--- config.mk ---
export PLATFORM = sky130hd
export DESIGN_NAME = acc_top
export DESIGN_NICKNAME = d
export VERILOG_FILES = /design/src/verilog/acc_pkg.sv /design/src/verilog/acc_top.sv /design/src/verilog/acc_sync.sv /design/src/verilog/acc_event.sv
export VERILOG_INCLUDE_DIRS = /design/src /design/src/verilog
export SDC_FILE = /design/constraint.sdc
export NUM_CORES = 1
export LEC_CHECK = 0
export ABC_AREA = 1
export BUFFER_PORTS_ARGS = -buffer_cell sky130_fd_sc_hd__buf_4
export CELL_PAD_IN_SITES_DETAIL_PLACEMENT = 1
export CELL_PAD_IN_SITES_GLOBAL_PLACEMENT = 1
export CORE_ASPECT_RATIO = 1.2
export CORE_MARGIN = 2
export CORE_UTILIZATION = 29
export CTS_CLUSTER_DIAMETER = 120
export DETAILED_ROUTE_END_ITERATION = 10
export GPL_ROUTABILITY_DRIVEN = 0
export PLACE_DENSITY = 0.75
export SLEW_MARGIN = 10
export SYNTH_ARGS = -nofsm -noshare
export SYNTH_HDL_FRONTEND = slang
export SYNTH_HIERARCHICAL = 1
export SYNTH_SLANG_ARGS = --single-unit
--- constraint.sdc ---
create_clock -name mclk -period 1.6 [get_ports mclk]
set_clock_uncertainty 0.05 [all_clocks]
set_input_delay 0.4 -clock mclk [delete_from_list [all_inputs] [get_ports mclk]]
set_output_delay 0.4 -clock mclk [all_outputs]
set_load 0.005 [all_outputs]
--- src/verilog/acc_map.svh ---
/*
  Register offsets, field positions, reset values and widths for the
  comparator control block.
  Assumes it is included by bare name from the package and modules.
*/
`ifndef ACC_MAP_SVH
`define ACC_MAP_SVH

// Byte offsets on the register bus
`define ACC_CTRL_OFS 12'h000
`define ACC_STAT_OFS 12'h004
`define ACC_MASK_OFS 12'h008
`define ACC_PINSEL_OFS 12'h00C

// Control register field positions
`define ACC_ON_BIT 6
`define ACC_INV_BIT 5
`define ACC_RES_BIT 4
`define ACC_HYS_BIT 0

// Control register reset value: only hysteresis set
`define ACC_CTRL_RST 8'h01
// Writable bits of the control register
`define ACC_CTRL_WMASK 8'h61

// Status and mask layout: bit 0 result changed
`define ACC_EV_CHANGE 0
`define ACC_EV_W 1

// Pin select fields
`define ACC_PS_INP 0
`define ACC_PS_INN 1
`define ACC_PS_OUT 2
`define ACC_PINSEL_W 3

// Bus response codes
`define ACC_RESP_OKAY 2'h0
`define ACC_RESP_SLVERR 2'h2

`endif

--- src/verilog/acc_pkg.sv ---
/*
  Types for the comparator control block.
  Assumes acc_map.svh is on the include path.
*/
package acc_pkg;
  `include "acc_map.svh"

  // Write channel states of the bus slave
  typedef enum logic [1:0]
  {
    ACC_W_IDLE = 2'b00,
    ACC_W_RESP = 2'b01
  } acc_wstate_t;

  // Read channel states of the bus slave
  typedef enum logic [1:0]
  {
    ACC_R_IDLE = 2'b00,
    ACC_R_DATA = 2'b01
  } acc_rstate_t;

  typedef logic [7:0] acc_byte_t;
endpackage

--- src/verilog/acc_top.sv ---
/*
  Analog comparator control wrapper with AXI4-Lite register slave.
  Assumes the analog core result is asynchronous to mclk and that
  the core's power, hysteresis and pull-up controls are level inputs.
*/
// Function
// - Enable bit 6 powers comparator on
// - Clearing enable forces output bit low
// - Polarity bit 5 inverts result
// - Bit 4 reads polarity-adjusted comparison
// - Bit 0 hysteresis, resets to one
// - Bits 7,3..1 read zero, ignore writes
// - Output change sets flag, raises interrupt
// - Flag rising wakes core from sleep
// - Comparator keeps running during sleep
// - Input pin selection drops pull-up
// - Output routable onto shared pin
`timescale 1ns/1ps
module acc_top
#(
  parameter int ADDR_W = 12
)
(
  input wire logic mclk,
  input wire logic rst_n,
  // AXI4-Lite write address
  input wire logic [ADDR_W-1:0] s_axi_awaddr,
  input wire logic s_axi_awvalid,
  output logic s_axi_awready,
  // AXI4-Lite write data
  input wire logic [31:0] s_axi_wdata,
  input wire logic [3:0] s_axi_wstrb,
  input wire logic s_axi_wvalid,
  output logic s_axi_wready,
  // AXI4-Lite write response
  output logic [1:0] s_axi_bresp,
  output logic s_axi_bvalid,
  input wire logic s_axi_bready,
  // AXI4-Lite read address
  input wire logic [ADDR_W-1:0] s_axi_araddr,
  input wire logic s_axi_arvalid,
  output logic s_axi_arready,
  // AXI4-Lite read data
  output logic [31:0] s_axi_rdata,
  output logic [1:0] s_axi_rresp,
  output logic s_axi_rvalid,
  input wire logic s_axi_rready,
  // Analog core side
  input wire logic cmpRaw,
  output logic cmpPowerOn,
  output logic cmpHysteresisOn,
  // Core power state and wake
  input wire logic coreSleep,
  output logic wakeUp,
  // Pin sharing
  output logic pullUpInpDisable,
  output logic pullUpInnDisable,
  output logic cmpPinOut,
  output logic cmpPinOutEn,
  // Interrupt request
  output logic irq
);
  import acc_pkg::*;

  ////////////////////////////////////////////////////////////////
  // Declarations
  acc_byte_t ctrl_reg; // Writable control bits
  acc_byte_t ctrl_next;
  logic res_reg; // Polarity-adjusted result bit
  logic res_next;
  logic [`ACC_EV_W-1:0] mask_reg; // Interrupt mask
  logic [`ACC_EV_W-1:0] mask_next;
  logic [`ACC_PINSEL_W-1:0] pinsel_reg; // Shared pin function select
  logic [`ACC_PINSEL_W-1:0] pinsel_next;
  acc_wstate_t wstate_reg;
  acc_wstate_t wstate_next;
  acc_rstate_t rstate_reg;
  acc_rstate_t rstate_next;
  logic [ADDR_W-1:0] awaddr_reg; // Captured write address
  logic [ADDR_W-1:0] awaddr_next;
  logic awHave_reg; // Address held, waiting for data
  logic awHave_next;
  logic [31:0] wdata_reg; // Captured write data
  logic [31:0] wdata_next;
  logic [3:0] wstrb_reg;
  logic [3:0] wstrb_next;
  logic wHave_reg; // Data held, waiting for address
  logic wHave_next;
  logic [1:0] bresp_reg;
  logic [1:0] bresp_next;
  logic [31:0] rdata_reg;
  logic [31:0] rdata_next;
  logic [1:0] rresp_reg;
  logic [1:0] rresp_next;
  logic cmpSync; // Raw result in mclk domain
  logic resNew; // Result as it would now read
  logic resChange; // One-cycle change event
  logic doWrite; // Write commits this cycle
  logic doRead; // Read address taken this cycle
  logic statRead; // Read of status clears it
  logic [`ACC_EV_W-1:0] statSet; // Software preset of flag
  logic [`ACC_EV_W-1:0] status;

  ////////////////////////////////////////////////////////////////
  // Address decode shared by reads and writes
  function automatic logic isReg(input logic [ADDR_W-1:0] a, input logic [11:0] ofs);
    isReg = (a[ADDR_W-1:2] == ofs[ADDR_W-1:2]);
  endfunction

  function automatic logic isMapped(input logic [ADDR_W-1:0] a);
    isMapped = isReg(a, `ACC_CTRL_OFS) || isReg(a, `ACC_STAT_OFS)
      || isReg(a, `ACC_MASK_OFS) || isReg(a, `ACC_PINSEL_OFS);
  endfunction

  ////////////////////////////////////////////////////////////////
  // Synchroniser for the analog result
  acc_sync #(
    .WIDTH(1)
  ) u_sync (
    .mclk(mclk),
    .rst_n(rst_n),
    .asyncIn(cmpRaw),
    .syncOut(cmpSync)
  );

  // Result forms from synchronised core output, forced low when off
  always_comb
  begin
    resNew = 1'b0;
    if (ctrl_reg[`ACC_ON_BIT])
      resNew = cmpSync ^ ctrl_reg[`ACC_INV_BIT];
    res_next = resNew;
  end

  // Any change of the result bit is an event
  assign resChange = (resNew != res_reg);

  ////////////////////////////////////////////////////////////////
  // Event status and interrupt
  assign statRead = doRead && isReg(s_axi_araddr, `ACC_STAT_OFS);
  assign statSet = (doWrite && isReg(awaddr_next, `ACC_STAT_OFS) && wstrb_next[0])
    ? wdata_next[`ACC_EV_W-1:0] : '0;

  acc_event #(
    .WIDTH(`ACC_EV_W)
  ) u_event (
    .mclk(mclk),
    .rst_n(rst_n),
    .evPulse(resChange),
    .setSw(statSet),
    .readClear(statRead),
    .mask(mask_reg),
    .status(status),
    .irq(irq)
  );

  // Wake on the flag rising in sleep; a preset flag gives no new edge
  logic flagPrev_reg; // Flag as it stood one cycle ago, registered below
  logic flagPrev_next;
  assign flagPrev_next = status[`ACC_EV_CHANGE];

  // Wake only on a fresh flag rising while asleep
  assign wakeUp = coreSleep && status[`ACC_EV_CHANGE] && !flagPrev_reg;

  ////////////////////////////////////////////////////////////////
  // Write channel: address and data taken in either order
  always_comb
  begin
    wstate_next = wstate_reg;
    awaddr_next = awaddr_reg;
    awHave_next = awHave_reg;
    wdata_next = wdata_reg;
    wstrb_next = wstrb_reg;
    wHave_next = wHave_reg;
    bresp_next = bresp_reg;
    doWrite = 1'b0;
    case (wstate_reg)
      ACC_W_IDLE:
      begin
        // Capture each half as it arrives
        if (s_axi_awvalid && !awHave_reg)
        begin
          awaddr_next = s_axi_awaddr;
          awHave_next = 1'b1;
        end
        if (s_axi_wvalid && !wHave_reg)
        begin
          wdata_next = s_axi_wdata;
          wstrb_next = s_axi_wstrb;
          wHave_next = 1'b1;
        end
        // Commit when both halves present
        if (awHave_next && wHave_next)
        begin
          doWrite = 1'b1;
          awHave_next = 1'b0;
          wHave_next = 1'b0;
          bresp_next = isMapped(awaddr_next) ? `ACC_RESP_OKAY : `ACC_RESP_SLVERR;
          wstate_next = ACC_W_RESP;
        end
      end
      ACC_W_RESP:
      begin
        // Hold response until accepted
        if (s_axi_bready)
          wstate_next = ACC_W_IDLE;
      end
      default:
        wstate_next = ACC_W_IDLE;
    endcase
  end

  assign s_axi_awready = (wstate_reg == ACC_W_IDLE) && !awHave_reg;
  assign s_axi_wready = (wstate_reg == ACC_W_IDLE) && !wHave_reg;
  assign s_axi_bvalid = (wstate_reg == ACC_W_RESP);
  assign s_axi_bresp = bresp_reg;

  ////////////////////////////////////////////////////////////////
  // Register writes; only implemented bits take effect
  always_comb
  begin
    ctrl_next = ctrl_reg;
    mask_next = mask_reg;
    pinsel_next = pinsel_reg;
    if (doWrite && wstrb_next[0])
    begin
      if (isReg(awaddr_next, `ACC_CTRL_OFS))
        ctrl_next = wdata_next[7:0] & `ACC_CTRL_WMASK;
      if (isReg(awaddr_next, `ACC_MASK_OFS))
        mask_next = wdata_next[`ACC_EV_W-1:0];
      if (isReg(awaddr_next, `ACC_PINSEL_OFS))
        pinsel_next = wdata_next[`ACC_PINSEL_W-1:0];
    end
  end

  ////////////////////////////////////////////////////////////////
  // Read channel: one cycle from address to data
  always_comb
  begin
    rstate_next = rstate_reg;
    rdata_next = rdata_reg;
    rresp_next = rresp_reg;
    doRead = 1'b0;
    case (rstate_reg)
      ACC_R_IDLE:
      begin
        if (s_axi_arvalid)
        begin
          doRead = 1'b1;
          rresp_next = isMapped(s_axi_araddr) ? `ACC_RESP_OKAY : `ACC_RESP_SLVERR;
          rdata_next = '0;
          if (isReg(s_axi_araddr, `ACC_CTRL_OFS))
          begin
            // Result bit merged in; unimplemented bits read zero
            rdata_next[7:0] = ctrl_reg;
            rdata_next[`ACC_RES_BIT] = res_reg;
          end
          if (isReg(s_axi_araddr, `ACC_STAT_OFS))
            rdata_next[`ACC_EV_W-1:0] = status;
          if (isReg(s_axi_araddr, `ACC_MASK_OFS))
            rdata_next[`ACC_EV_W-1:0] = mask_reg;
          if (isReg(s_axi_araddr, `ACC_PINSEL_OFS))
            rdata_next[`ACC_PINSEL_W-1:0] = pinsel_reg;
          rstate_next = ACC_R_DATA;
        end
      end
      ACC_R_DATA:
      begin
        if (s_axi_rready)
          rstate_next = ACC_R_IDLE;
      end
      default:
        rstate_next = ACC_R_IDLE;
    endcase
  end

  assign s_axi_arready = (rstate_reg == ACC_R_IDLE);
  assign s_axi_rvalid = (rstate_reg == ACC_R_DATA);
  assign s_axi_rdata = rdata_reg;
  assign s_axi_rresp = rresp_reg;

  ////////////////////////////////////////////////////////////////
  // State registers
  always_ff @(posedge mclk or negedge rst_n)
  begin
    if (!rst_n)
    begin
      ctrl_reg <= `ACC_CTRL_RST;
      res_reg <= 1'b0;
      mask_reg <= '0;
      pinsel_reg <= '0;
      wstate_reg <= ACC_W_IDLE;
      rstate_reg <= ACC_R_IDLE;
      awaddr_reg <= '0;
      awHave_reg <= 1'b0;
      wdata_reg <= 32'h00000000;
      wstrb_reg <= 4'h0;
      wHave_reg <= 1'b0;
      bresp_reg <= `ACC_RESP_OKAY;
      rdata_reg <= 32'h00000000;
      rresp_reg <= `ACC_RESP_OKAY;
      flagPrev_reg <= 1'b0;
    end
    else
    begin
      ctrl_reg <= ctrl_next;
      res_reg <= res_next;
      mask_reg <= mask_next;
      pinsel_reg <= pinsel_next;
      wstate_reg <= wstate_next;
      rstate_reg <= rstate_next;
      awaddr_reg <= awaddr_next;
      awHave_reg <= awHave_next;
      wdata_reg <= wdata_next;
      wstrb_reg <= wstrb_next;
      wHave_reg <= wHave_next;
      bresp_reg <= bresp_next;
      rdata_reg <= rdata_next;
      rresp_reg <= rresp_next;
      flagPrev_reg <= flagPrev_next;
    end
  end

  ////////////////////////////////////////////////////////////////
  // Analog and pin controls, all from flops
  assign cmpPowerOn = ctrl_reg[`ACC_ON_BIT];
  assign cmpHysteresisOn = ctrl_reg[`ACC_HYS_BIT];
  assign pullUpInpDisable = pinsel_reg[`ACC_PS_INP];
  assign pullUpInnDisable = pinsel_reg[`ACC_PS_INN];
  assign cmpPinOut = res_reg;
  assign cmpPinOutEn = pinsel_reg[`ACC_PS_OUT];
endmodule

--- src/verilog/acc_sync.sv ---
/*
  Two-flop synchroniser for an asynchronous level.
  Assumes the input comes from the analog domain or a pin.
*/
`timescale 1ns/1ps
module acc_sync
  import acc_pkg::*;
#(
  parameter int WIDTH = 1
)
(
  input wire logic mclk,
  input wire logic rst_n,
  input wire logic [WIDTH-1:0] asyncIn,
  output logic [WIDTH-1:0] syncOut
);
  logic [WIDTH-1:0] meta_reg;
  logic [WIDTH-1:0] meta_next;
  logic [WIDTH-1:0] sync_reg;
  logic [WIDTH-1:0] sync_next;

  ////////////////////////////////////////////////////////////////
  // Next values: first flop only feeds second
  always_comb
  begin
    meta_next = asyncIn;
    sync_next = meta_reg;
  end

  // Registers
  always_ff @(posedge mclk or negedge rst_n)
  begin
    if (!rst_n)
    begin
      meta_reg <= '0;
      sync_reg <= '0;
    end
    else
    begin
      meta_reg <= meta_next;
      sync_reg <= sync_next;
    end
  end

  assign syncOut = sync_reg;
endmodule

--- src/verilog/acc_event.sv ---
/*
  Sticky event status with mask and read-to-clear.
  Assumes one-cycle event pulses and one-cycle read strobe on mclk.
*/
`timescale 1ns/1ps
module acc_event
  import acc_pkg::*;
#(
  parameter int WIDTH = `ACC_EV_W
)
(
  input wire logic mclk,
  input wire logic rst_n,
  input wire logic [WIDTH-1:0] evPulse,
  input wire logic [WIDTH-1:0] setSw,
  input wire logic readClear,
  input wire logic [WIDTH-1:0] mask,
  output logic [WIDTH-1:0] status,
  output logic irq
);
  import acc_pkg::*;

  logic [WIDTH-1:0] stat_reg;
  logic [WIDTH-1:0] stat_next;

  ////////////////////////////////////////////////////////////////
  // Set wins over a read clear so no event is lost
  always_comb
  begin
    stat_next = stat_reg;
    if (readClear)
    begin
      stat_next = '0;
    end
    stat_next = stat_next | evPulse | setSw;
  end

  // Status register
  always_ff @(posedge mclk or negedge rst_n)
  begin
    if (!rst_n)
    begin
      stat_reg <= '0;
    end
    else
    begin
      stat_reg <= stat_next;
    end
  end

  assign status = stat_reg;
  // Level interrupt while any unmasked bit is set
  assign irq = |(stat_reg & mask);
endmodule

Word-level counts from Yosys, hierarchy flattened
Index checks and enable logic that the tools add are counted.
{"block": "totals", "reg_bits": 50, "latchBits": 0, "ram_bits": 0, "rom_bits": 0, "input_bits": 69, "output_inout_bits": 49, "elab_cells": 107, "mem_count": 0}
{"block": "classes", "addsub": 0, "multipliers": 0, "n_div": 0, "magnitude_cmp": 0, "eq_ne": 17, "shifts": 0, "muxes": 32, "bitwise_logic": 4, "reduce_logical": 34}
{"op": "$eq A10 B2 Y1 const B", "count": 6}
{"op": "$mux W12", "count": 3}
{"op": "$eq A10 B1 Y1 const B", "count": 3}
{"op": "$logic_not A10 Y1", "count": 3}
{"op": "$mux W7", "count": 3}
{"op": "$reduce_and A2 Y1", "count": 9}
{"op": "$mux W1", "count": 17}
{"op": "$mux W2", "count": 6}
{"op": "$logic_and A1 B1 Y1", "count": 11}
{"op": "$pmux W2 S2", "count": 2}
{"op": "$logic_or A1 B1 Y1", "count": 6}
{"op": "$ne A2 B2 Y1 const B", "count": 3}
{"op": "$eq A2 B1 Y1 const B", "count": 2}
{"op": "$logic_not A2 Y1", "count": 2}
{"op": "$ne A2 B1 Y1 const B", "count": 2}
{"op": "$logic_not A1 Y1", "count": 3}
{"op": "$mux W3", "count": 1}
{"op": "$or A1 B1 Y1", "count": 2}
{"op": "$and A1 B1 Y1", "count": 1}
{"op": "$ne A1 B1 Y1", "count": 1}
{"op": "$xor A1 B1 Y1", "count": 1}

Longest topological paths before layout
Gate-level depths: netlist (run 1).
{"block": "depth", "depth_word": 11, "mapped_depth": 11, "depth_no_buf": 10}

Hierarchy
Netlist (run 1), hierarchy kept.
{"module": "acc_top", "n_inst": 1, "cells_per_inst": 296, "area_each_um2": 2356.0, "seq_area_each_um2": 927.1}
{"module": "acc_sync", "n_inst": 1, "cells_per_inst": 2, "area_each_um2": 50.0, "seq_area_each_um2": 50.0}
{"module": "acc_event", "n_inst": 1, "cells_per_inst": 7, "area_each_um2": 47.5, "seq_area_each_um2": 25.0}

Worst setup path after synthesis (run 1)
No wires, ideal clock.
{"block": "synth_path", "kind": "reg-to-reg", "from": "register wstate_reg[0]", "to": "register pinsel_reg[0]", "setup_ns": 0.127, "arrival_time_ns": 1.439, "t_required_ns": 1.423, "path_slack_ns": -0.016, "stages_incl_launch_ff": 11, "path_buffers": 2, "period_less_slack_ns": 1.616, "path_cell_list": "dfrtp_1 nor2_2 nand2_2 buf_6 buf_8 nand2_4 nand2_4 nor3_4 nand2_4 nand2_1 o21ai_2"}
{"block": "synth_via", "elab_chain_len": 4, "elab_cells_between_ends": 8, "classes_between": "eq/ne (1); mux (4); reduce/logical (3)"}
{"item": "start, declared", "line": "acc_top.sv:75", "text": "acc_wstate_t wstate_reg;"}
{"item": "start signal, assigned", "line": "acc_top.sv:310", "text": "wstate_reg <= wstate_next;"}
{"item": "$logic_not A2 Y1 (*)", "line": "acc_top.sv:177", "text": "case (wstate_reg)"}
{"item": "$mux W12 or $mux W1 (tied branches)", "line": "acc_top.sv:177"}
{"item": "$eq A10 B2 Y1 or $logic_and A1 B1 Y1 (tied branches)", "line": "acc_top.sv:107, acc_top.sv:225"}
{"item": "$reduce_and A2 Y1 (no source line)"}
{"item": "end signal, assigned", "line": "acc_top.sv:309", "text": "pinsel_reg <= pinsel_next;"}
{"item": "end, declared", "line": "acc_top.sv:73", "text": "logic [`ACC_PINSEL_W-1:0] pinsel_reg;"}
Every way passes the cells marked *; elsewhere a longest branch is shown, timed or not.
A chain may end at the register's enable or synchronous reset.

Final worst setup path (run 1)
{"block": "layout_path", "from": "register awHave_reg", "to": "register pinsel_reg[1]"}
{"block": "layout_via", "elab_chain_len": 9, "elab_cells_between_ends": 13, "classes_between": "eq/ne (1); mux (7); reduce/logical (5)"}
{"item": "start, declared", "line": "acc_top.sv:81", "text": "logic awHave_reg;"}
{"item": "start signal, assigned", "line": "acc_top.sv:313", "text": "awHave_reg <= awHave_next;"}
{"item": "parallel branches: the longest is 8 deep, another holds $mux W12"}
{"item": "$reduce_and A2 Y1 (no source line) (*)"}
Mark *: on every way between the ends. The select of a mux whose other input is x is not followed.

==> results of run 1 <==
## power by group
part / switching (uW) / internal [uW] / total, uW
logic: 1710 / 1570 / 3280
clock network: 390 / 462 / 852
registers: 254 / 1340 / 1590
total: 2350 / 3370 / 5720
## kinds of logic after synthesis
group | count (synthesis) | synth area share (%)
simple gates | 179 | 38.1
buf+inv | 65 | 16.0
flops | 40 | 40.8
compound gates | 19 | 4.59
xor+xnor | 1 | 0.357
other cells | 1 | 0.153
## metrics by stage
step	instance area, um2	TNS (ns)
final	3470	-0.771
after CTS	3420	-0.787
after global routing	3470	-1.64
after floorplan	2550	0
after global placement	3090	-0.311
after detailed placement	3090	-0.570
## layout by cell type (no fill, tap or decap), types with 2 or more instances in the layout
cell type  Yosys  final
buf_12         0      3
nand3_1       20     19
nor2_1        25     22
nand2_4        7     21
buf_4         28     82
nor2_2         2      4
o21ai_2        3      4
nand3_2        3      4
clkbuf_8       0      5
nand2_2       11      9
nand3b_1       7      7
nand4_1        9      9
inv_2          1      2
nand2_1       82     69
o21ai_0       13     12
buf_6          4     11
nor4_1         2      2
and2_1         2      2
inv_1         29     28
conb_1         1     28
nor2_4         5      6
dfrtp_1       39     39
## repair_timing
item / in CTS / in global routing
hold endpoints to repair: 0 / 0
endpoints found under the setup margin: 10 / 11
hold buffers: 0 / 0
gates resized for setup: 30 / 21
pin swaps: 21 / 23
cloned: 2 / 0
buffers inserted: 9 / 1
## worst max-delay path by stage
| stage | from | slack [ns] | cells past startpoint | end |
|---|---|---|---|---|
| after floorplan | wstate_reg[0] | 0.007 | 10 | pinsel_reg[0] |
| after global placement | wstate_reg[0] | -0.06 | 11 | pinsel_reg[1] |
| after detailed placement | wstate_reg[0] | -0.09 | 11 | pinsel_reg[1] |
| after CTS | wstate_reg[0] | -0.11 | 10 | ctrl_reg[5] |
| after global routing | wstate_reg[0] | -0.20 | 9 | ctrl_reg[6] |
| final | awHave_reg | -0.13 | 10 | pinsel_reg[1] |
## per-layer routing
metal	track usage [%]	routed length [um]	vias up
li1	-	-	1094
met2	26.5	3630	56
met1	15.8	2510	1045
met5	0	0	-
met3	3.00	367	5
met4	3.30	58	0
## synth_stat cells
| cell | n |
|---|---|
| a21oi_1 | 1 |
| and2_1 | 2 |
| buf_2 | 1 |
| buf_4 | 28 |
| buf_6 | 4 |
| buf_8 | 1 |
| clkbuf_1 | 1 |
| conb_1 | 1 |
| dfrtp_1 | 39 |
| dfstp_2 | 1 |
| inv_1 | 29 |
| inv_2 | 1 |
| nand2_1 | 82 |
| nand2_2 | 11 |
| nand2_4 | 7 |
| nand3_1 | 20 |
| nand3_2 | 3 |
| nand3b_1 | 7 |
| nand3b_2 | 1 |
| nand4_1 | 9 |
| nor2_1 | 25 |
| nor2_2 | 2 |
| nor2_4 | 5 |
| nor2_8 | 1 |
| nor3_1 | 1 |
| nor3_4 | 1 |
| nor4_1 | 2 |
| o211ai_1 | 1 |
| o21ai_0 | 13 |
| o21ai_2 | 3 |
| o311ai_0 | 1 |
| xor2_1 | 1 |
## worst max-delay path, cell delays in order (launching register included)
cell and delay, ns:
dfrtp_1 0.42, nor2_4 0.18, nand2_4 0.09, buf_12 0.16, buf_12 0.12, nand2_4 0.05, nand2_4 0.05, nor3_4 0.28
nand2_8 0.11, nand2_2 0.07, o21ai_2 0.05
## cell type report
type / instances / area (um2)
clock buffer: 5 / 68.8
multi-input combinational: 227 / 1300
inverter: 30 / 113
sequential: 40 / 1000
fill: 987 / 4680
tap: 114 / 143
clock inverter: 3 / 42.5
timing repair buffer: 96 / 800
==> impl_metrics.ini, run 1 <==
[global_route]
globalRouteOverflowTotal = 0
grt_usage_pct = 14.1
grt_pass1_wl_mm = 10.2
antenna_found_initial = 0
grt_start_max_net_pins = 41
grt_pass1_vias = 2244

[layout]
syn2layout_area_growth_pct = 41.5
layout-drive-gt1-share_pct = 39.9
final_cells = 515
final_net_count = 469
largest_reg_flops = 10
fin_util_pct = 42.6
antenna_cells = 0

[yosys]
syn_area_per_cell_um2 = 8.04
synthTopCellsByArea = dfrtp_1 (40%), nand2_1 (13%), buf_4 (8.6%)
synth-seq-area-share_pct = 40.8
synthCells = 305
yosysUniqueCellTypes = 32
ys_ff_latch = 40
yosysWarnings = 6
yosysTopAreaCellShare_pct = 39.8
synth_top_area_cell = dfrtp_1
synthesis.area_mm2 = 0.00245

[outcome]
violations = negative setup slack
outcome = finished with violations

[die]
start_util_pct = 30.1
pin_count = 118
coreArea_mm2 = 0.00815
fp-row-count = 36
die-width_um = 88.0
die_area_mm2 = 0.00922
fp.dieH_um = 105

[power_and_ir_drop]
cellPowerDensity_mw_per_mm2 = 1650
cellLeakagePower_uw = 0.00183
vdd.ir_drop.worst_mv = 0.612
finalPower_uw = 5720

[worst_hold_path]
min_path_type = primary input to asynchronous set/reset pin

[worst_setup_path]
rr_worst_depth = 10
path_max_fanout = 8
worstPathArrival_ns = 1.87
crit_path_end_kind = flop
rr_startpoint = awHave_reg
critPathKind = flop to flop
r2r-end = pinsel_reg[1]
critPathRequiredTime_ns = 1.74
r2r_slack_ns = -0.13
startpoint_type = flop

[timing]
fmax_mhz = 578
whs_ns = 0.0266
worst_pin_slew_ns = 0.542
report.final.slew_viol_count = 0
fin_crit_ns = 1.73
relSlewSlack_pct = 63.9
finalHoldViolCount = 0
worst_slack_ns = -0.129
rsz0062_at_grt = true
setup_viol = 10
finalCritPeriodShare_pct = 108

[place]
portBuffers = 55
dp_hpwl_mm = 4.75
pre_cts_ws_ns = -0.0854
place_inst = 497

[routing]
num_vias = 2200
viasPerCell = 4.27
first_iter_violations = 55
totalWireLength_mm = 6.57
drt-pass1-iter-count = 4
drc = 0
antenna_left = 0
wl_per_cell_um = 12.8

[cts]
clk_latency_ns = 0.30
clock_sinks = 40
clock-root-buffer = clkbuf_8
cts_buffers = 5
clock_path_buffers = 2
cts.htree.levels = 2
path_clk_slew_ns = 0.09
cts_tree = yes

[job]
drv_cap = 0
No activity file was read; power rests on OpenSTA's default activity.
==> run 2: changes to the inputs <==
Settings changed: ABC_AREA 1 to not set, GPL_TIMING_DRIVEN set to 1.
Clock period 1.6 ns to 1.4 ns, I/O delays scaled along.
==> run 2 against run 1 <==
The flow still finishes with violations (negative setup slack). Maximum frequency fell by 11%. Die area shrank 18%. Core utilization grew 1.1 points. Count of clock-buffer cells in the layout rose by 1. Cell area shrank 15%.
==> impl_metrics.ini, run 2 <==
[yosys]
yosys.area_share.simple_pct = 12.1
yosysUniqueCellTypes = 36
synthAdderAreaFrac_pct = 0
synth_edf_count = 0
async_flop_share_pct = 100
ys.flop_type = dfrtp_1
synth_common_cells = dfrtp_1 (39), buf_4 (28), mux2_2 (23), nor2_1 (10)
muxShareOfSynthArea_pct = 14.1
syn_area_per_cell_um2 = 12.0
synth_top_family_by_area = multiplexers
synthesis.area_mm2 = 0.00200
synthXorXnorAreaFrac_pct = 0.877
yosysTopAreaCellShare_pct = 48.9
synthCells = 166
synthTopCellsByArea = dfrtp_1 (49%), mux2_2 (13%), buf_4 (11%)
synth_compound_area_share_pct = 9.27
yosysWarnings = 6
synth_top_area_cell = dfrtp_1
ys_ff_latch = 40
yosys.cell_count.top_type = dfrtp_1
synth-seq-area-share_pct = 50.2

[global_route]
grt_start_max_net_pins = 41
antenna_found_initial = 0
grt_pass1_vias = 1609
grt_usage_pct = 13.8
globalRouteOverflowTotal = 0
grt_pass1_wl_mm = 8.00

[worst_setup_path]
r2r-end = ctrl_reg[6]
rr_worst_depth = 6
crit_path_end_kind = flop
critPathRequiredTime_ns = 1.54
rr_startpoint = awaddr_reg[5]
startpoint_type = flop
critPathKind = flop to flop
path_max_fanout = 4
worstPathArrival_ns = 2.08
r2r_slack_ns = -0.54

[power_and_ir_drop]
vdd.ir_drop.worst_mv = 0.703
cellLeakagePower_uw = 0.00146
cellPowerDensity_mw_per_mm2 = 1540
finalPower_uw = 4550

[cts]
cts_buffers = 5
clock_path_buffers = 2
cts_tree = yes
clk_latency_ns = 0.30
clock_sinks = 40
clock-root-buffer = clkbuf_8
cts.htree.levels = 2
path_clk_slew_ns = 0.09

[routing]
totalWireLength_mm = 4.87
viasPerCell = 4.43
drc = 0
first_iter_violations = 18
num_vias = 1542
wl_per_cell_um = 14.0
drt-pass1-iter-count = 2
antenna_left = 0

[layout]
layout-drive-gt1-share_pct = 54.4
fin_util_pct = 43.7
antenna_cells = 0
syn2layout_area_growth_pct = 48.2
final_common_cell = buf_4
final_net_count = 329
largest_reg_flops = 10
final_cell_mix = buf_4 (79), dfrtp_1 (38), conb_1 (28)

[timing]
report.final.slew_viol_count = 0
setup_viol = 27
worst_slack_ns = -0.538
rsz0062_at_grt = true
relSlewSlack_pct = 65.4
fin_crit_ns = 1.94
fmax_mhz = 516
finalHoldViolCount = 0
worst_pin_slew_ns = 0.519
finalSetupTns_ns = -5.89
finalCritPeriodShare_pct = 138

[place]
portBuffers = 55
pre_cts_ws_ns = -0.623
dp_hpwl_mm = 3.72

[die]
pin_count = 118
fp.dieH_um = 94.9
coreArea_mm2 = 0.00677
die_area_mm2 = 0.00757
start_util_pct = 29.5
die-width_um = 79.8
fp-row-count = 33

[outcome]
violations = negative setup slack
outcome = finished with violations

[job]
drv_cap = 0

[worst_hold_path]
min_from = cmpRaw
min_path_type = primary input to flop
hold_depth = 1
hold_end = u_sync/meta_reg
run 2: cell types whose count changed after synthesis, sizes merged, moves of 5 or more:
cell   delta
a22o      +5
nor2     -23
nand4     -8
o21ai    -11
mux2     +23
nand2    -95
nand3    -20
inv      -24
run 2: worst max path at each step:
| stage | startpoint | end | slack [ns] | depth (start not counted) |
|---|---|---|---|---|
| floorplan | wstate_reg[0] | ctrl_reg[5] | -0.48 | 5 |
| global placement | s_axi_awaddr[10] | pinsel_reg[0] | -0.60 | 6 |
| detailed placement | awaddr_reg[8] | ctrl_reg[6] | -0.62 | 6 |
| CTS | awaddr_reg[5] | ctrl_reg[6] | -0.54 | 6 |
| global route | awaddr_reg[5] | pinsel_reg[1] | -0.64 | 6 |
| finish | awaddr_reg[5] | ctrl_reg[6] | -0.54 | 6 |
run 2: timing repair:
item	4_1_cts	5_1_grt
resized for setup	20	12
setup endpoints to repair	28	37
endpoints found under the hold margin	39	0
pin swaps	5	2
hold buffers	1	0
setup buffers	4	2
run 2: worst max-delay path: stages (launching register included):
cell and delay [ns]:
dfrtp_1 0.42, nor4_4 0.29, buf_4 0.15, nand3b_1 0.08, buf_6 0.15, a221oi_4 0.35, mux2_4 0.33
run 2: final cells by class:
| type | instances | area [um2] |
|---|---|---|
| Sequential cell | 40 | 1000 |
| Timing Repair Buffer | 92 | 742 |
| Inverter | 6 | 22.5 |
| Multi-Input combinational cell | 115 | 962 |
| Tap cell | 87 | 109 |
| Clock buffer | 6 | 82.6 |
| Fill cell | 769 | 3810 |
| Clock inverter | 2 | 38.8 |
run 2: kinds of logic after synthesis:
| group | Yosys count |
|---|---|
| AND/OR/NAND/NOR | 41 |
| other | 1 |
| XOR/XNOR | 2 |
| buffers and inverters | 38 |
| AO/OA/AOI/OAI | 20 |
| flip-flops | 40 |
| multiplexers | 24 |
run 2: metrics by stage:
| stage | std cells | hold slack (ns) | instance area (um2) |
|---|---|---|---|
| 4_1_cts | 346 | 0.0912 | 2900 |
| 2_1_floorplan | 193 | 0.00441 | 2150 |
| 6_report | 348 | 0.0992 | 2960 |
| 5_1_grt | 348 | 0.0839 | 2960 |
| 3_3_place_gp | 333 | 0.284 | 2660 |
| 3_5_place_dp | 333 | 0.293 | 2660 |
run 2: where the power goes:
| part | switching [uW] | internal [uW] | total [uW] |
|---|---|---|---|
| Clock | 430 | 583 | 1010 |
| Combinational | 686 | 1140 | 1830 |
| Sequential | 242 | 1470 | 1710 |
| Total | 1360 | 3190 | 4550 |
run 2: routing by layer:
layer  wire (um)  vias to the layer above  track usage (%)  part of all wire [%]
met5           0                        -                0                     0
met2        2530                       63             24.9                    52
met1        1910                      758             15.7                    39
met4          61                        0             4.24                   1.3
met3         361                        6             3.92                   7.4
li1            -                      715                -                     -
